--- src/swmp_pkg.sv ---
/*
  Constants, field positions, timing counts and state encodings of the single-wire
  monitor port. Assumes a bus clock on which one serial bit lasts a fixed number of cycles.
*/
package swmp_pkg;

	// ------------------------------------------------------------
	// Bit timing, counted in bus clock cycles and in bit periods
	// ------------------------------------------------------------
	localparam logic [9:0] BIT_CYC     = 10'h100;
	// Alternative period chosen by the baud select pin at a high-voltage entry; the value is a plain default.
	localparam logic [9:0] BIT_CYC_ALT = 10'h200;
	localparam logic [3:0] GAP_BITS    = 4'h2;
	localparam logic [3:0] BRK_HI_BITS = 4'h2;
	localparam logic [3:0] BRK_BITS    = 4'hA;
	localparam logic [3:0] CHAR_BITS   = 4'hA;
	localparam logic [3:0] DATA_BITS   = 4'h8;
	localparam logic [3:0] DLY_BITS    = 4'hB;

	// ------------------------------------------------------------
	// Vector relocation
	// ------------------------------------------------------------
	localparam logic [7:0] VEC_USER_PAGE = 8'hFF;
	localparam logic [7:0] VEC_MON_PAGE  = 8'hFE;
	localparam logic [5:0] VEC_LOW_TOP   = 6'h3F;

	// ------------------------------------------------------------
	// Security
	// ------------------------------------------------------------
	localparam logic [15:0] SEC_BASE      = 16'hFFF6;
	localparam logic [2:0]  SEC_LAST      = 3'h7;
	localparam logic [15:0] SEC_RAM_ADDR  = 16'h0040;
	localparam logic [2:0]  SEC_RAM_BIT   = 3'h6;
	localparam logic [7:0]  FLASH_INVALID = 8'h00;

	// ------------------------------------------------------------
	// Command codes, plain defaults
	// ------------------------------------------------------------
	localparam logic [7:0] CMD_READ   = 8'h01;
	localparam logic [7:0] CMD_WRITE  = 8'h02;
	localparam logic [7:0] CMD_INDEXED_READ_CMD  = 8'h03;
	localparam logic [7:0] CMD_INDEXED_WRITE_CMD = 8'h04;
	localparam logic [7:0] CMD_STACK_POINTER_READ_CMD = 8'h05;
	localparam logic [7:0] CMD_RUN    = 8'h06;

	// ------------------------------------------------------------
	// Stack frame at entry, offsets above the stack pointer
	// ------------------------------------------------------------
	localparam logic [15:0] SP_OFS_XH  = 16'h0001;
	localparam logic [15:0] SP_OFS_CCR = 16'h0002;
	localparam logic [15:0] SP_OFS_ACC = 16'h0003;
	localparam logic [15:0] SP_OFS_XL  = 16'h0004;
	localparam logic [15:0] SP_OFS_PCH = 16'h0005;
	localparam logic [15:0] SP_OFS_PCL = 16'h0006;

	// ------------------------------------------------------------
	// Transmit queue and state encodings
	// ------------------------------------------------------------
	localparam int FIFO_W = 8;
	localparam int FIFO_D = 16;

	typedef enum logic [1:0] {
		RX_IDLE = 2'b00, RX_START = 2'b01, RX_BITS = 2'b11, RX_WAITHI = 2'b10
	} swmp_rx_t;

	typedef enum logic [2:0] {
		TX_IDLE = 3'b000, TX_GAP = 3'b001, TX_SHIFT = 3'b011,
		TX_BRKHI = 3'b010, TX_BRK = 3'b110
	} swmp_tx_t;

	typedef enum logic [2:0] {
		C_OFF = 3'b000, C_SEC = 3'b001, C_CMD = 3'b011, C_ARG = 3'b010,
		C_DLY = 3'b110, C_EXEC = 3'b111, C_MEM = 3'b101, C_SECW = 3'b100
	} swmp_ctl_t;

endpackage

--- src/swmp_top.sv ---
/*
  Single-wire monitor port: entry latch, vector relocation, serial receiver and
  transmitter on one wired-OR pin, a transmit queue, the command engine and the
  security check. Assumes a memory port with one cycle of read latency, a CPU that
  performs the entry and run stack sequences when pulsed, and an external pull-up.
*/
`timescale 1ns/1ns

// ------------------------------------------------------------
// Transmit queue
// ------------------------------------------------------------
module swmp_fifo #(
	parameter int W = 8,
	parameter int D = 16
) (
	input  wire logic         mclk_in,
	input  wire logic         rst_in,
	input  wire logic         clr_in,
	input  wire logic         in_valid_in,
	output logic              in_ready_out,
	input  wire logic [W-1:0] in_data_in,
	output logic              out_valid_out,
	input  wire logic         out_ready_in,
	output logic [W-1:0]      out_data_out
);
	localparam int AW = $clog2(D);

	logic [W-1:0] mem_q [D];
	logic [AW:0]  wp_q;
	logic [AW:0]  wp_d;
	logic [AW:0]  rp_q;
	logic [AW:0]  rp_d;
	logic         push;
	logic         pop;

	// The extra pointer bit tells full from empty without a counter.
	assign in_ready_out  = !((wp_q[AW] != rp_q[AW]) && (wp_q[AW-1:0] == rp_q[AW-1:0]));
	assign out_valid_out = (wp_q != rp_q);
	assign out_data_out  = mem_q[rp_q[AW-1:0]];
	assign push          = in_valid_in && in_ready_out;
	assign pop           = out_valid_out && out_ready_in;

	always_comb begin
		wp_d = wp_q;
		rp_d = rp_q;
		if (clr_in) begin
			wp_d = '0;
			rp_d = '0;
		end else begin
			if (push) begin
				wp_d = wp_q + 1'b1;
			end
			if (pop) begin
				rp_d = rp_q + 1'b1;
			end
		end
	end

	always_ff @(posedge mclk_in or posedge rst_in) begin
		if (rst_in) begin
			wp_q <= '0;
			rp_q <= '0;
		end else begin
			wp_q <= wp_d;
			rp_q <= rp_d;
		end
	end

	always_ff @(posedge mclk_in) begin
		if (push) begin
			mem_q[wp_q[AW-1:0]] <= in_data_in;
		end
	end
endmodule

// ------------------------------------------------------------
// Monitor port top
// ------------------------------------------------------------
module swmp_top
	import swmp_pkg::*;
(
	input  wire logic        mclk_in,
	input  wire logic        rst_in,
	input  wire logic        user_reset_in,
	input  wire logic        ext_reset_n_in,
	input  wire logic        test_high_voltage_in,
	input  wire logic        reset_vec_blank_in,
	input  wire logic        baud_select_pin_in,
	input  wire logic        serial_comm_pin_in,
	output logic             serial_comm_pin_out,
	output logic             serial_comm_pin_oe_out,
	output logic [15:0]      mem_addr_out,
	output logic [7:0]       mem_wdata_out,
	output logic             mem_rd_out,
	output logic             mem_wr_out,
	input  wire logic [7:0]  mem_rdata_in,
	input  wire logic        mem_is_flash_in,
	input  wire logic [15:0] cpu_sp_in,
	input  wire logic [15:0] vec_addr_in,
	output logic [15:0]      vec_addr_out,
	input  wire logic        exec_flash_in,
	output logic             illegal_reset_out,
	output logic             entry_swi_out,
	output logic             run_out,
	output logic             monitor_mode_out,
	output logic             forced_div4_out,
	output logic             sec_bypass_out
);
	function automatic logic [9:0] bit_len_f(input logic sel);
		return sel ? (BIT_CYC_ALT - 10'h001) : (BIT_CYC - 10'h001);
	endfunction

	// Entry and security state.
	logic        mon_q, mon_d, forced_q, forced_d, baud_q, baud_d;
	logic        por_pend_q, por_pend_d, rstn_prev_q, rstn_prev_d;
	logic        sec_ok_q, sec_ok_d, match_q, match_d;
	logic [2:0]  sec_idx_q, sec_idx_d;
	logic        entry_q, entry_d, run_q, run_d, illegal_q, illegal_d;
	logic [15:0] vec_q, vec_d;
	// Receiver.
	swmp_rx_t    rx_st_q, rx_st_d;
	logic [9:0]  rx_cnt_q, rx_cnt_d;
	logic [3:0]  rx_bit_q, rx_bit_d;
	logic [8:0]  rx_sh_q, rx_sh_d;
	logic [7:0]  rx_data_q, rx_data_d;
	logic        rx_done_q, rx_done_d, rx_brk_q, rx_brk_d;
	// Transmitter.
	swmp_tx_t    tx_st_q, tx_st_d;
	logic [9:0]  tx_cnt_q, tx_cnt_d;
	logic [3:0]  tx_bits_q, tx_bits_d;
	logic [9:0]  tx_sh_q, tx_sh_d;
	logic        tx_low_q, tx_low_d, brk_ack, tx_busy;
	// Command engine.
	swmp_ctl_t   ctl_st_q, ctl_st_d;
	logic [7:0]  cmd_q, cmd_d, wdat_q, wdat_d, hold_q, hold_d;
	logic [1:0]  argn_q, argn_d, cnt_q, cnt_d, step_q, step_d;
	logic [15:0] addr_q, addr_d, maddr_q, maddr_d;
	logic [7:0]  mwdata_q, mwdata_d;
	logic        mrd_q, mrd_d, mwr_q, mwr_d, rd_pend_q, rd_pend_d;
	logic [9:0]  dly_cnt_q, dly_cnt_d;
	logic [3:0]  dly_bits_q, dly_bits_d;
	logic        brk_req_q, brk_req_d, brk_set;
	// Queue ports.
	logic        push_v, fifo_in_rdy, fifo_out_v, fifo_out_rdy;
	logic [7:0]  push_data, fifo_out_data, rdata_vis;
	logic [15:0] sp_plus1;

	assign serial_comm_pin_out    = 1'b0;
	assign serial_comm_pin_oe_out = tx_low_q;
	assign mem_addr_out           = maddr_q;
	assign mem_wdata_out          = mwdata_q;
	assign mem_rd_out             = mrd_q;
	assign mem_wr_out             = mwr_q;
	assign vec_addr_out           = vec_q;
	assign illegal_reset_out      = illegal_q;
	assign entry_swi_out          = entry_q;
	assign run_out                = run_q;
	assign monitor_mode_out       = mon_q;
	assign forced_div4_out        = forced_q;
	assign sec_bypass_out         = sec_ok_q;
	assign tx_busy                = (tx_st_q != TX_IDLE);
	assign fifo_out_rdy           = (tx_st_q == TX_IDLE) && !brk_req_q;
	assign rdata_vis = (!sec_ok_q && mem_is_flash_in) ? FLASH_INVALID : mem_rdata_in;
	assign sp_plus1  = cpu_sp_in + SP_OFS_XH;

	swmp_fifo #(
		.W (FIFO_W),
		.D (FIFO_D)
	) u_fifo (
		.mclk_in       (mclk_in),
		.rst_in        (rst_in),
		.clr_in        (user_reset_in),
		.in_valid_in   (push_v),
		.in_ready_out  (fifo_in_rdy),
		.in_data_in    (push_data),
		.out_valid_out (fifo_out_v),
		.out_ready_in  (fifo_out_rdy),
		.out_data_out  (fifo_out_data)
	);

	// ------------------------------------------------------------
	// Receiver
	// ------------------------------------------------------------
	// The pin is shared with our own transmitter, so reception is shut while we send.
	always_comb begin
		rx_st_d   = rx_st_q;
		rx_cnt_d  = rx_cnt_q;
		rx_bit_d  = rx_bit_q;
		rx_sh_d   = rx_sh_q;
		rx_data_d = rx_data_q;
		rx_done_d = 1'b0;
		rx_brk_d  = 1'b0;
		case (rx_st_q)
			RX_IDLE: begin
				if (!tx_busy && !serial_comm_pin_in) begin
					rx_st_d  = RX_START;
					rx_cnt_d = bit_len_f(baud_q) >> 1;
				end
			end
			RX_START: begin
				if (rx_cnt_q != 10'h000) begin
					rx_cnt_d = rx_cnt_q - 10'h001;
				end else if (!serial_comm_pin_in) begin
					rx_st_d  = RX_BITS;
					rx_cnt_d = bit_len_f(baud_q);
					rx_bit_d = 4'h0;
				end else begin
					rx_st_d = RX_IDLE;
				end
			end
			RX_BITS: begin
				if (rx_cnt_q != 10'h000) begin
					rx_cnt_d = rx_cnt_q - 10'h001;
				end else begin
					rx_sh_d  = {serial_comm_pin_in, rx_sh_q[8:1]};
					rx_bit_d = rx_bit_q + 4'h1;
					rx_cnt_d = bit_len_f(baud_q);
					if (rx_bit_q == DATA_BITS) begin
						if (serial_comm_pin_in) begin
							rx_done_d = 1'b1;
							rx_data_d = rx_sh_d[7:0];
							rx_st_d   = RX_IDLE;
						end else begin
							rx_brk_d = (rx_sh_d[7:0] == 8'h00);
							rx_st_d  = RX_WAITHI;
						end
					end
				end
			end
			RX_WAITHI: begin
				if (serial_comm_pin_in) begin
					rx_st_d = RX_IDLE;
				end
			end
			default: rx_st_d = RX_IDLE;
		endcase
		if (user_reset_in) begin
			rx_st_d = RX_IDLE;
		end
	end

	always_ff @(posedge mclk_in or posedge rst_in) begin
		if (rst_in) begin
			rx_st_q   <= RX_IDLE;
			rx_cnt_q  <= '0;
			rx_bit_q  <= '0;
			rx_sh_q   <= '0;
			rx_data_q <= '0;
			rx_done_q <= 1'b0;
			rx_brk_q  <= 1'b0;
		end else begin
			rx_st_q   <= rx_st_d;
			rx_cnt_q  <= rx_cnt_d;
			rx_bit_q  <= rx_bit_d;
			rx_sh_q   <= rx_sh_d;
			rx_data_q <= rx_data_d;
			rx_done_q <= rx_done_d;
			rx_brk_q  <= rx_brk_d;
		end
	end

	// ------------------------------------------------------------
	// Transmitter
	// ------------------------------------------------------------
	always_comb begin
		tx_st_d   = tx_st_q;
		tx_cnt_d  = tx_cnt_q;
		tx_bits_d = tx_bits_q;
		tx_sh_d   = tx_sh_q;
		tx_low_d  = tx_low_q;
		brk_ack   = 1'b0;
		if (tx_st_q == TX_IDLE) begin
			tx_low_d = 1'b0;
			tx_cnt_d = bit_len_f(baud_q);
			if (brk_req_q) begin
				brk_ack   = 1'b1;
				tx_st_d   = TX_BRKHI;
				tx_bits_d = BRK_HI_BITS;
			end else if (fifo_out_v) begin
				tx_sh_d   = {1'b1, fifo_out_data, 1'b0};
				tx_st_d   = TX_GAP;
				tx_bits_d = GAP_BITS;
			end
		end else if (tx_cnt_q != 10'h000) begin
			tx_cnt_d = tx_cnt_q - 10'h001;
		end else begin
			tx_cnt_d  = bit_len_f(baud_q);
			tx_bits_d = tx_bits_q - 4'h1;
			case (tx_st_q)
				TX_GAP: begin
					if (tx_bits_q == 4'h1) begin
						tx_st_d   = TX_SHIFT;
						tx_bits_d = CHAR_BITS;
						tx_low_d  = !tx_sh_q[0];
					end
				end
				TX_SHIFT: begin
					tx_sh_d  = {1'b1, tx_sh_q[9:1]};
					tx_low_d = !tx_sh_d[0];
					if (tx_bits_q == 4'h1) begin
						tx_st_d  = TX_IDLE;
						tx_low_d = 1'b0;
					end
				end
				TX_BRKHI: begin
					if (tx_bits_q == 4'h1) begin
						tx_st_d   = TX_BRK;
						tx_bits_d = BRK_BITS;
						tx_low_d  = 1'b1;
					end
				end
				TX_BRK: begin
					if (tx_bits_q == 4'h1) begin
						tx_st_d  = TX_IDLE;
						tx_low_d = 1'b0;
					end
				end
				default: tx_st_d = TX_IDLE;
			endcase
		end
		if (user_reset_in) begin
			tx_st_d  = TX_IDLE;
			tx_low_d = 1'b0;
		end
	end

	always_ff @(posedge mclk_in or posedge rst_in) begin
		if (rst_in) begin
			tx_st_q   <= TX_IDLE;
			tx_cnt_q  <= '0;
			tx_bits_q <= '0;
			tx_sh_q   <= '0;
			tx_low_q  <= 1'b0;
		end else begin
			tx_st_q   <= tx_st_d;
			tx_cnt_q  <= tx_cnt_d;
			tx_bits_q <= tx_bits_d;
			tx_sh_q   <= tx_sh_d;
			tx_low_q  <= tx_low_d;
		end
	end

	// ------------------------------------------------------------
	// Entry, security and command engine
	// ------------------------------------------------------------
	always_comb begin
		mon_d = mon_q;  forced_d = forced_q;  baud_d = baud_q;
		por_pend_d  = por_pend_q;
		rstn_prev_d = ext_reset_n_in;
		sec_ok_d = sec_ok_q;  match_d = match_q;  sec_idx_d = sec_idx_q;
		ctl_st_d = ctl_st_q;  cmd_d = cmd_q;  wdat_d = wdat_q;  hold_d = hold_q;
		argn_d = argn_q;  cnt_d = cnt_q;  step_d = step_q;  addr_d = addr_q;
		maddr_d = maddr_q;  mwdata_d = mwdata_q;
		dly_cnt_d = dly_cnt_q;  dly_bits_d = dly_bits_q;
		mrd_d = 1'b0;  mwr_d = 1'b0;  run_d = 1'b0;  entry_d = 1'b0;  brk_set = 1'b0;
		rd_pend_d = mrd_q;
		push_v    = rx_done_q && (ctl_st_q != C_OFF);
		push_data = rx_data_q;
		illegal_d = exec_flash_in && mon_q && !sec_ok_q;
		vec_d     = vec_addr_in;
		if (mon_q && vec_addr_in[15:8] == VEC_USER_PAGE && vec_addr_in[7:2] == VEC_LOW_TOP) begin
			vec_d[15:8] = VEC_MON_PAGE;
		end
		if (por_pend_q && ext_reset_n_in && !rstn_prev_q) begin
			mon_d      = test_high_voltage_in || reset_vec_blank_in;
			forced_d   = !test_high_voltage_in && reset_vec_blank_in;
			baud_d     = test_high_voltage_in && baud_select_pin_in;
			entry_d    = mon_d;
			por_pend_d = 1'b0;
		end
		case (ctl_st_q)
			C_OFF: begin
				if (mon_q && sec_ok_q) begin
					brk_set  = 1'b1;
					ctl_st_d = C_CMD;
				end else if (mon_q) begin
					ctl_st_d  = C_SEC;
					sec_idx_d = 3'h0;
					match_d   = 1'b1;
				end
			end
			C_SEC: begin
				if (rx_done_q) begin
					wdat_d  = rx_data_q;
					mrd_d   = 1'b1;
					maddr_d = SEC_BASE + {13'h0000, sec_idx_q};
				end
				if (rd_pend_q) begin
					match_d   = match_q && (mem_rdata_in == wdat_q);
					sec_idx_d = sec_idx_q + 3'h1;
					if (sec_idx_q == SEC_LAST) begin
						if (match_d) begin
							sec_ok_d = 1'b1;
							ctl_st_d = C_SECW;
							step_d   = 2'h0;
						end else begin
							brk_set  = 1'b1;
							ctl_st_d = C_CMD;
						end
					end
				end
			end
			C_SECW: begin
				if (step_q == 2'h0) begin
					mrd_d   = 1'b1;
					maddr_d = SEC_RAM_ADDR;
					step_d  = 2'h1;
				end else if (rd_pend_q) begin
					mwr_d    = 1'b1;
					mwdata_d = mem_rdata_in | (8'h01 << SEC_RAM_BIT);
					brk_set  = 1'b1;
					ctl_st_d = C_CMD;
				end
			end
			C_CMD: begin
				if (rx_done_q) begin
					cmd_d = rx_data_q;
					dly_cnt_d  = bit_len_f(baud_q);
					dly_bits_d = DLY_BITS;
					case (rx_data_q)
						CMD_READ: begin
							argn_d   = 2'h2;
							ctl_st_d = C_ARG;
						end
						CMD_WRITE: begin
							argn_d   = 2'h3;
							ctl_st_d = C_ARG;
						end
						CMD_INDEXED_WRITE_CMD: begin
							argn_d   = 2'h1;
							ctl_st_d = C_ARG;
						end
						CMD_INDEXED_READ_CMD, CMD_STACK_POINTER_READ_CMD, CMD_RUN: ctl_st_d = C_DLY;
						default: ctl_st_d = C_CMD;
					endcase
				end
			end
			C_ARG: begin
				if (rx_done_q) begin
					if (cmd_q == CMD_INDEXED_WRITE_CMD || (cmd_q == CMD_WRITE && argn_q == 2'h1)) begin
						wdat_d = rx_data_q;
					end else begin
						addr_d = {addr_q[7:0], rx_data_q};
					end
					argn_d = argn_q - 2'h1;
					if (argn_q == 2'h1) begin
						ctl_st_d   = C_DLY;
						dly_cnt_d  = bit_len_f(baud_q);
						dly_bits_d = DLY_BITS;
					end
				end
			end
			C_DLY: begin
				if (dly_cnt_q != 10'h000) begin
					dly_cnt_d = dly_cnt_q - 10'h001;
				end else begin
					dly_cnt_d  = bit_len_f(baud_q);
					dly_bits_d = dly_bits_q - 4'h1;
					if (dly_bits_q == 4'h1) begin
						ctl_st_d = C_EXEC;
					end
				end
			end
			C_EXEC: begin
				step_d   = 2'h0;
				ctl_st_d = C_MEM;
				case (cmd_q)
					CMD_READ: cnt_d = 2'h1;
					CMD_INDEXED_READ_CMD, CMD_STACK_POINTER_READ_CMD: cnt_d = 2'h2;
					CMD_WRITE, CMD_INDEXED_WRITE_CMD: begin
						mwr_d    = 1'b1;
						maddr_d  = addr_q;
						mwdata_d = wdat_q;
						addr_d   = addr_q + 16'h0001;
						ctl_st_d = C_CMD;
					end
					CMD_RUN: begin
						run_d    = 1'b1;
						ctl_st_d = C_CMD;
					end
					default: ctl_st_d = C_CMD;
				endcase
			end
			C_MEM: begin
				case (step_q)
					2'h0: begin
						if (cnt_q == 2'h0) begin
							ctl_st_d = C_CMD;
						end else if (cmd_q == CMD_STACK_POINTER_READ_CMD) begin
							hold_d = (cnt_q == 2'h2) ? sp_plus1[15:8] : sp_plus1[7:0];
							step_d = 2'h2;
						end else begin
							mrd_d   = 1'b1;
							maddr_d = addr_q;
							step_d  = 2'h1;
						end
					end
					2'h1: begin
						if (rd_pend_q) begin
							hold_d = rdata_vis;
							step_d = 2'h2;
						end
					end
					default: begin
						// An echo owns the queue input in its cycle; data waits one cycle.
						if (!rx_done_q && fifo_in_rdy) begin
							push_v    = 1'b1;
							push_data = hold_q;
							cnt_d     = cnt_q - 2'h1;
							step_d    = 2'h0;
							if (cmd_q != CMD_STACK_POINTER_READ_CMD) begin
								addr_d = addr_q + 16'h0001;
							end
						end
					end
				endcase
			end
			default: ctl_st_d = C_OFF;
		endcase
		if (rx_brk_q && (ctl_st_q == C_CMD || ctl_st_q == C_ARG || ctl_st_q == C_DLY)) begin
			brk_set  = 1'b1;
			ctl_st_d = C_CMD;
		end
		brk_req_d = brk_set || (brk_req_q && !brk_ack);
		if (user_reset_in) begin
			ctl_st_d  = C_OFF;
			brk_req_d = 1'b0;
			push_v    = 1'b0;
		end
	end

	// Only the power-on reset clears the bypass and the entry latch.
	always_ff @(posedge mclk_in or posedge rst_in) begin
		if (rst_in) begin
			mon_q <= 1'b0;  forced_q <= 1'b0;  baud_q <= 1'b0;
			por_pend_q <= 1'b1;  rstn_prev_q <= 1'b0;
			sec_ok_q <= 1'b0;  match_q <= 1'b0;  sec_idx_q <= '0;
			ctl_st_q <= C_OFF;  cmd_q <= '0;  wdat_q <= '0;  hold_q <= '0;
			argn_q <= '0;  cnt_q <= '0;  step_q <= '0;  addr_q <= '0;
			maddr_q <= '0;  mwdata_q <= '0;  mrd_q <= 1'b0;  mwr_q <= 1'b0;
			rd_pend_q <= 1'b0;  dly_cnt_q <= '0;  dly_bits_q <= '0;
			brk_req_q <= 1'b0;  entry_q <= 1'b0;  run_q <= 1'b0;
			illegal_q <= 1'b0;  vec_q <= '0;
		end else begin
			mon_q <= mon_d;  forced_q <= forced_d;  baud_q <= baud_d;
			por_pend_q <= por_pend_d;  rstn_prev_q <= rstn_prev_d;
			sec_ok_q <= sec_ok_d;  match_q <= match_d;  sec_idx_q <= sec_idx_d;
			ctl_st_q <= ctl_st_d;  cmd_q <= cmd_d;  wdat_q <= wdat_d;  hold_q <= hold_d;
			argn_q <= argn_d;  cnt_q <= cnt_d;  step_q <= step_d;  addr_q <= addr_d;
			maddr_q <= maddr_d;  mwdata_q <= mwdata_d;  mrd_q <= mrd_d;  mwr_q <= mwr_d;
			rd_pend_q <= rd_pend_d;  dly_cnt_q <= dly_cnt_d;  dly_bits_q <= dly_bits_d;
			brk_req_q <= brk_req_d;  entry_q <= entry_d;  run_q <= run_d;
			illegal_q <= illegal_d;  vec_q <= vec_d;
		end
	end
endmodule

--- config.mk ---
export PLATFORM = sky130hd
export DESIGN_NAME = swmp_top
export DESIGN_NICKNAME = d
export VERILOG_FILES = /design/src/swmp_pkg.sv /design/src/swmp_top.sv
export SDC_FILE = /design/constraint.sdc
export NUM_CORES = 1
export LEC_CHECK = 0
export ABC_AREA = 1
export BUFFER_PORTS_ARGS = -buffer_cell sky130_fd_sc_hd__buf_2
export CORE_MARGIN = 2
export CORE_UTILIZATION = 50
export DETAILED_ROUTE_END_ITERATION = 10
export GPL_ROUTABILITY_DRIVEN = 0
export PLACE_DENSITY = 0.67
export SLEW_MARGIN = 5
export SYNTH_ARGS = -nofsm -noshare
export SYNTH_HDL_FRONTEND = slang
export SYNTH_SLANG_ARGS = --single-unit
--- constraint.sdc ---
create_clock -name mclk_in -period 8.4 [get_ports mclk_in]
set_clock_uncertainty 0.15 [all_clocks]
set_input_delay 1.26 -clock mclk_in [delete_from_list [all_inputs] [get_ports mclk_in]]
set_output_delay 1.26 -clock mclk_in [all_outputs]
set_load 0.005 [all_outputs]
---- Yosys cells after proc, flatten, opt, wreduce, memory -nomap -nowiden ----
Memories as Yosys holds them, arrays and structs flattened.
Cells that the tools add are included.
word-level totals
  output and inout port bits .............. 50
  logic and storage cells ................. 430
  memories kept ........................... 1
  bits in registers ....................... 193
  RAM bits ................................ 128
operators by class
  multiplexer cells ....................... 176
  equal/unequal tests ..................... 102
  bitwise operators ....................... 1
  reduce and logical (&&, ||, !) cells .... 94
  $add $sub $neg .......................... 14
memory list
  name          words  width  rd ports  clocked after memory_dff  wr ports  RTL line        RTL
  u_fifo.mem_q  16     8      1         0                         1         swmp_top.sv:28  logic [W-1:0] mem_q [D];
operator list
  cell                   number
  $mux 16                12
  $mux 10                15
  $mux 8                 15
  $mux 3                 28
  $pmux 16 s4            1
  $ne 2x2->1 const B     30
  $pmux 10 s3            2
  $mux 4                 13
  $eq 8x3->1 const B     6
  $pmux 16 s3            1
  $pmux 8 s2             3
  $mux 1                 43
  $mux 2                 20
  $ne 4x4->1 const B     10
  $reduce_and 4->1       10
  $add 16x1->16 const B  2
  $eq 8x2->1 const B     4
  $reduce_bool 10->1     3
  $sub 10x1->10 const B  3
  $ne 3x3->1 const B     9
  $reduce_and 5->1       5
  $ne 4x3->1 const B     6
  $pmux 3 s8             1
  $logic_and 1x1->1      21
  other kinds (55)       124

---- Logic depth before layout (Yosys ltp) ----
Gate-level depths: netlist of run 1.
  depth in word-level cells ............... 11
  gate-level depth with buffers ........... 13

---- By module ----
From an unflattened synthesis of run 1, not the netlist that was laid out.
unflattened totals
  cell total of the unflattened synthesis .. 1822
  area, all modules ....................... 15700.1 um2
by module, submodules not included
  module     seq. area each (um2)  cells each  times used  area each (um2)
  swmp_top   4555.6                1320        1           9870.7
  swmp_fifo  4093.9                502         1           5829.3

---- Least setup slack after synthesis of run 1 ----
No wires, ideal clock.
  path type ............................... input to register
  start ................................... input port user_reset_in
  end ..................................... memory u_fifo.mem_q[0][0] (enable)
  data arrival time ....................... 2389 ps
  setup slack ............................. 5478 ps
  buffers on the path ..................... 1
  required time ........................... 7867 ps
  stages on the path ...................... 6
  library setup time ...................... 383 ps
  path through ............................ clkinv_1 -> nand2_1 -> inv_1 -> nand2_2 -> buf_6 -> nor3_1
between the ends
  longest elaborated chain between the ends .. 4
RTL lines
  element                       RTL line         RTL
  from (decl)                   swmp_top.sv:84   input wire logic user_reset_in,
  $mux 1                        swmp_top.sv:525  if (user_reset_in) begin
  $logic_and 1x1->1             swmp_top.sv:40   assign push = in_valid_in && in_ready_out;
  $mux 1                        swmp_top.sv:70   if (push) begin
  $mux 1 (implied by the code)  swmp_top.sv:71   mem_q[wp_q[AW-1:0]] <= in_data_in;
  to (decl)                     swmp_top.sv:28
Every way passes these cells.

---- Final worst setup path of run 1 ----
  start ................................... register u_fifo.rp_q[0]
  end ..................................... memory u_fifo.mem_q[3][2] (enable)
between the ends
  longest elaborated chain between the ends .. 11
RTL lines
  element                         RTL line         RTL
  from (decl)                     swmp_top.sv:31   logic [AW:0] rp_q;
  from (signal assigned)          swmp_top.sv:65   rp_q <= rp_d;
  $eq 4x4->1 *                    swmp_top.sv:37   assign in_ready_out = !((wp_q[AW] != rp_q[AW]) && (wp_q[AW-1:0] == rp_q[AW-1:0]));
  $logic_and 1x1->1 *             swmp_top.sv:37
  $logic_not 1->1 *               swmp_top.sv:37
  $logic_and 1x1->1               swmp_top.sv:506  if (!rx_done_q && fifo_in_rdy) begin
  $mux 1                          swmp_top.sv:506
  $mux 1                          swmp_top.sv:485  case (step_q)
  $mux 1                          swmp_top.sv:371  case (ctl_st_q)
  $mux 1                          swmp_top.sv:525
  $logic_and 1x1->1 *             swmp_top.sv:40
  $mux 1 *                        swmp_top.sv:70
  $mux 1 (implied by the code) *  swmp_top.sv:71
Mark *: on every way between the ends. The rest lies on a longest branch, timed or not.

==> key figures, run 1 <==
Run status
  – Status: finished clean

Final layout
  – Design area: between 15000 and 20000 um^2
  – Layout area overhead: 12.0%
  – Register area: 8650 um^2
  – Commonest non-fill, non-tap cell in the layout: nand2_1
  – ANT cells: 0
  – Commonest non-fill, non-tap cells in the layout: 450 x nand2_1, 211 x nor2_1, 190 x dfrtp_1
  – Share of cells above drive strength 1: roughly 11%
  – Layout Nets: between 2k and 2.5k
  – Final core utilization: 56.6%
  – # fillers: ~2.8k
  – Post-route insts no fill: 2361
  – Area occupied by multi-input gates: 6150 um^2

Clock network
  – CTS tree: done
  – Maximum clock path buffer count: 3
  – Post-CTS setup buffers: 0
  – Post-CTS Resized: 0
  – Number of buffers created by CTS: 37
  – H-Tree Depth: 2
  – Hold_buf cts: 0
  – CTS Sinks: 320
  – Clk pin slew, worst setup/hold paths: 60 ps
  – Root Buffer: clkbuf_16
  – Worst-Skew Late Latency: 530 ps

Setup path
  – CP max stage delay: 1000 ps
  – WP data arrival: approximately 3900 ps
  – R2R Path Start: u_fifo.rp_q[0]
  – Critical-path cell list: buf_4, inv_1, buf_4, nand2_1, nand2_1, nor2_2, nand3_2, nand4_4, nand2_4, nand2_2, nor3_1
  – CP Class: reg2reg
  – Critical Path Fanout Max: between 70 and 80
  – Critical Path Source: u_fifo.rp_q[0]
  – Startpoint Class: flop
  – R2r setup slk: 4510 ps
  – CP max-delay cell: nor3_1
  – R2R depth: 11
  – CP Capture Type: flop
  – Worst EP required: around 8400 ps
  – End of the critical path: u_fifo.mem_q[3][2]
  – Reg2reg end: u_fifo.mem_q[3][2]

Global routing
  – Total GRT Usage: roughly a quarter
  – Met3 Resource Use GR: around 3.7%
  – Vias in the first global route: 12.5k
  – Initial antenna violation count: 0
  – Remaining global-route overflow: 0
  – GR met1 Demand/Resource: 34.7%
  – GRT busiest layer: met2
  – GRT met2 Usage: between 30% and 40%
  – Pin count of the biggest net entering global routing: 128
  – First-pass GRT wire length: 64.5 mm

Floorplanning
  – Initial Util: between 50% and 60%
  – I/O pin total: 100
  – Die footprint: about 33000 um^2
  – Core region area: between 30000 and 40000 um^2
  – Die Y: around 180 um
  – Chip Width: roughly 180 um
  – Rows: between 60 and 70

Synth
  – Mapped Nets: just under 2k
  – Mapped cell area: 15900 um^2
  – Seq/Total Area, Yosys: between 50% and 60%
  – Synth area leader: dfrtp_1
  – Synth Register Bits: 320
  – Synth top area share: a little under a third
  – Number of enable flip-flop cells after synthesis: ~130
  – Syn. warnings: 0
  – Post-Synthesis Cells: 1853
  – Share of flip-flops with an asynchronous set or reset: ~60%
  – Top_reg_cell synth: dfrtp_1
  – Top post-synthesis cells by area: dfrtp_1 30%, edfxtp_1 24%, nand2_1 11%, o21ai_0 5.5%, nor2_1 5.0%
  – Syn avg cell area: approximately 8.6 um^2
  – Unique masters post-synth: 57

Place
  – Post-DP Area: between 15000 and 20000 um^2
  – Number of I/O port buffers: roughly 100
  – Hpwl dp: approximately 27 mm
  – Placed insts: about 2.3k

STA
  – Endpoints failing hold: 0
  – Fin crit share: between 40% and 50%
  – Tmin final: 3890 ps
  – Max_slew headroom: 21.6%
  – RSZ-0062 raised after global routing: false
  – Max frequency: ~260 MHz
  – Worst Tran Pin Value: between 1000 and 1500 ps
  – # setup viols final: 0
  – Setup TNS: 0 ps
  – Final Max Tran Viols: 0

Detailed routing
  – Via count: roughly 13k
  – DRC: 0
  – DRT iter0 DRCs: between 1k and 1.5k
  – Post-route ant nets: 0
  – Routed wire length: 39.2 mm
  – TritonRoute pass-1 iters: 5
  – Via/cell ratio: 5.52
  – Post-DR wirelength/cell: between 15 and 20 um

Pwr
  – Largest vdd supply drop: ~0.00014 V
  – PwrDens: 266 nW/um^2
  – Leak pwr: about 7.8 nW

Hold path
  – Hold Crit Class: reg2reg

Run
  – # Max-Cap Violations: 0
[worst max-delay path, delay by kind of cell (launching register included)]
family | cells | cell delay, ps
flops | 1 | 380
simple gates | 8 | 2020
buf+inv | 3 | 900
[metrics by stage]
stage | setup slack (ps) | hold WS, ps | power (W)
3_3_place_gp | 4610 | 252 | 0.00321
2_1_floorplan | 1760 | 226 | 0.00289
6_report | 4510 | 274 | 0.00472
4_1_cts | 4590 | 264 | 0.00475
3_5_place_dp | 4480 | 246 | 0.00324
5_1_grt | 4280 | 287 | 0.00504
[sequential cells by signal, indices dropped and copies added, names as in the netlist, 10 cells and up]
signal        count
dly_cnt_q        10
tx_sh_q          10
mem_addr_out     16
u_fifo.mem_q    128
vec_addr_out     16
tx_cnt_q         10
rx_cnt_q         10
addr_q           16
[logic make-up after synthesis]
| group | share of synthesized area, % |
|---|---|
| and+or+nand+nor | 24.2 |
| AOI/OAI and AO/OA | 11.6 |
| DFF | 54.5 |
| buffers and inverters | 6.74 |
| adders and majority gates | 1.81 |
| xor gates and xnor gates | 1.16 |
| other | 0.0236 |
[synthesized netlist by cell type (2+ instances only)]
cell and count:
xnor2_1 7, a21boi_0 3, nand3b_1 5, o21ai_0 173
o21bai_1 2, buf_2 21, o21ai_1 20, nor2_4 3
or2_2 8, inv_2 7, ha_1 23, buf_4 5
buf_6 3, clkbuf_1 33, nor3_1 32, inv_1 189
nor2_2 4, o31ai_1 2, nor2_1 211, o21a_1 16
o211ai_1 27, nand4_1 23, a22oi_1 2, a31oi_1 16
o221ai_1 2, o22ai_1 7, buf_1 4, edfxtp_1 128
o21ai_2 8, a21oi_1 37, clkinv_1 2, nand3_1 141
dfrtp_1 191, xor2_1 14, nor4_1 2, nand2_1 450
nand2_2 10, nand3_2 3
[how the worst min path moves through the flow]
stage	startpoint	end	slack (ps)	cells after the start
final	mem_rd_out	rd_pend_q	270	0
after global routing	mem_rd_out	rd_pend_q	290	0
after CTS	mem_rd_out	rd_pend_q	260	0
after detailed placement	mem_rd_out	rd_pend_q	250	0
after global placement	mem_rd_out	rd_pend_q	250	0
after floorplan	mem_rd_out	rd_pend_q	230	0
[routing by layer]
| metal | vias up | share of wire (%) |
|---|---|---|
| met5 | - | 0 |
| met4 | 0 | 2.0 |
| met3 | 69 | 6.6 |
| met2 | 466 | 46 |
| met1 | 6174 | 45 |
| li1 | 6318 | - |
[power breakdown]
| group | leakage (nW) | total, W | internal, W | switching, W |
|---|---|---|---|---|
| clock | 0.564 | 0.00150 | 0.000878 | 0.000622 |
| combinational | 3.74 | 0.00132 | 0.000427 | 0.000891 |
| sequential | 3.53 | 0.00191 | 0.00178 | 0.000125 |
| total | 7.83 | 0.00472 | 0.00309 | 0.00164 |
[layout make-up]
cell class                 instances  share of cell area (%)
timing repair buffer             109                    3.22
multi-input combinational       1267                    34.6
clock buffer                      48                    5.67
tap                              402                    2.83
clock inverter                    15                   0.718
sequential                       320                    48.7
inverter                         200                    4.29
No activity file was read; power rests on OpenSTA's default activity.
==> run 2: changes to the inputs <==
clock period = 3.93 ns   (was 8.4 ns; I/O delays follow)
==> run 2 against run 1 <==
Non-clock buffer count increased by 25. Critical endpoint is now u_fifo.mem_q[2][2]. First-iteration DRC count decreased by 9.2%. Clock power increased by 140%. Largest cell class unchanged. Largest power group unchanged. Register-to-register slack got worse by 3600 ps. Sequential power increased by 110%.
==> key figures, run 2 (synthesis results as in run 1) <==
STA
  – Tmin final: 3060 ps (-835 ps)
  – Max_slew headroom: 26.6% (+5.0 points)
  – Worst Tran Pin Value: 1100 ps (-69.7 ps)
  – Setup TNS: 0 ps (unchanged)
  – Max frequency: 327 MHz (+27%)
  – Final Max Tran Viols: 0 (unchanged)
  – Endpoints failing hold: 0 (unchanged)
  – Fin crit share: 77.8% (+31 points)
  – # setup viols final: 0 (unchanged)
  – RSZ-0062 raised after global routing: false

Detailed routing
  – TritonRoute pass-1 iters: 5 (unchanged)
  – DRC: 0 (unchanged)
  – DRT iter0 DRCs: 1041 (-9.2%)
  – Post-DR wirelength/cell: 16.2 um (-2.5%)
  – Post-route ant nets: 0 (unchanged)
  – Via/cell ratio: 5.41 (-1.9%)
  – Routed wire length: 38.7 mm (-1.3%)
  – Via count: 12.9k (-0.65%)

Floorplanning
  – Rows: 65 (unchanged)
  – Chip Width: 182 um (unchanged)
  – Die footprint: 33200 um^2 (unchanged)
  – Core region area: 31400 um^2 (unchanged)
  – I/O pin total: 100 (unchanged)
  – Die Y: 182 um (unchanged)
  – Initial Util: 50.5% (unchanged)

Setup path
  – Critical Path Fanout Max: 27 (-64%)
  – CP max stage delay: 490 ps (-510 ps)
  – Critical-path cell list: nand2_2, inv_4, nand2_2, clkinv_2, nand4_4, nand2_4, nand2_2, nor3_1, buf_4
  – Startpoint Class: flop
  – CP Class: reg2reg
  – CP Capture Type: flop
  – Crit path top cell by count: nand2_2
  – Worst EP required: 4030 ps (-4350 ps)
  – CP max-delay cell: dfrtp_1
  – WP data arrival: 3150 ps (-720 ps)

Final layout
  – Commonest non-fill, non-tap cell in the layout: nand2_1
  – # fillers: 2806 (+1.9%)
  – Commonest non-fill, non-tap cells in the layout: 450 x nand2_1, 211 x nor2_1, 190 x dfrtp_1
  – Layout Nets: 2033 (+1.2%)
  – Final core utilization: 57.8% (+1.1 points)
  – Register area: 8650 um^2 (unchanged)
  – Area occupied by multi-input gates: 6150 um^2 (-0.12%)
  – Share of cells above drive strength 1: 12.3% (+1.1 points)
  – Max reg flops: 128 (unchanged)
  – ANT cells: 0 (unchanged)
  – Layout area overhead: 14.3%

Clock network
  – Hold_buf cts: 2 (+2)
  – Clk pin slew, worst setup/hold paths: 60 ps (about the same)
  – Post-CTS Resized: 0 (unchanged)
  – CTS tree: done
  – Post-CTS setup buffers: 0 (unchanged)
  – Maximum clock path buffer count: 3 (unchanged)
  – Root Buffer: clkbuf_16
  – H-Tree Depth: 2 (unchanged)
  – CTS Sinks: 320 (unchanged)
  – Worst-Skew Late Latency: 530 ps (about the same)
  – Number of buffers created by CTS: 37 (unchanged)

Run status
  – Status: finished clean

Global routing
  – Initial antenna violation count: 0 (unchanged)
  – First-pass GRT wire length: 62.9 mm (-2.4%)
  – Total GRT Usage: 23.5% (-0.62 points)
  – Remaining global-route overflow: 0 (unchanged)
  – Vias in the first global route: 12.3k (-1.3%)
  – Pin count of the biggest net entering global routing: 78 (-39%)

Place
  – Hpwl dp: 26.8 mm (-0.84%)
  – Number of I/O port buffers: 98 (unchanged)

Pwr
  – Leak pwr: 8.01 nW (+2.3%)
  – PwrDens: 577 nW/um^2 (+120%)
  – Largest vdd supply drop: 0.000378 V (+170%)

Hold path
  – Hold Crit Class: in2reg

Run
  – # Max-Cap Violations: 0 (unchanged)
[run 2: per-layer routing]
metal	wire [um]	global-route usage, %	share of wire (%)
met5	0	0	0
met4	698	6.23	1.8
met3	2650	3.91	6.8
met2	17500	36.8	45
met1	17800	34.2	46
[run 2: final timing paths]
check	start	to	slack [ps]	depth (start not counted)
setup / recovery	ctl_st_q[2]	u_fifo.mem_q[2][2]	870	9
hold / removal	vec_addr_in[6]	vec_addr_out[6]	30	1
setup reg to reg	ctl_st_q[2]	u_fifo.mem_q[2][2]	870	9
hold reg to reg	mem_rd_out	rd_pend_q	230	0
max in group asynchronous	rst_in	rx_cnt_q[3]	2310	4
min in group asynchronous	rst_in	cmd_q[6]	510	3
[run 2: cell type report]
| cell class | instances | area share (%) |
|---|---|---|
| clock buffer | 49 | 5.75 |
| clock inverter | 19 | 1.26 |
| inverter | 200 | 4.18 |
| multi-input combinational | 1267 | 33.9 |
| sequential | 320 | 47.7 |
| tap | 402 | 2.77 |
| timing repair buffer | 134 | 4.44 |
[run 2: power breakdown]
group          internal [W]  total, W  switching, W
sequential          0.00381   0.00408      0.000272
combinational      0.000920   0.00285       0.00193
clock               0.00215   0.00353       0.00138
total               0.00687    0.0105       0.00358
[run 2: stage by stage]
| step | hold slack (ps) | cells | setup WS, ps | total power, W | instance area (um^2) |
|---|---|---|---|---|---|
| 6_report | 27.0 | 2391 | 874 | 0.0105 | 18100 |
| 5_1_grt | 3.38 | 2391 | 646 | 0.0111 | 18100 |
| 4_1_cts | 6.98 | 2390 | 907 | 0.0105 | 18100 |
| 3_5_place_dp | 216 | 2320 | 917 | 0.00695 | 16800 |
| 3_3_place_gp | 211 | 2320 | 1030 | 0.00689 | 16800 |
| 2_1_floorplan | 226 | 1853 | 715 | 0.00616 | 15900 |
[run 2: worst max-delay path: cells and delay by family (launching register included)]
family	cells	cell delay, ps
and+or+nand+nor	6	1460
buffers and inverters	3	680
DFF	1	490
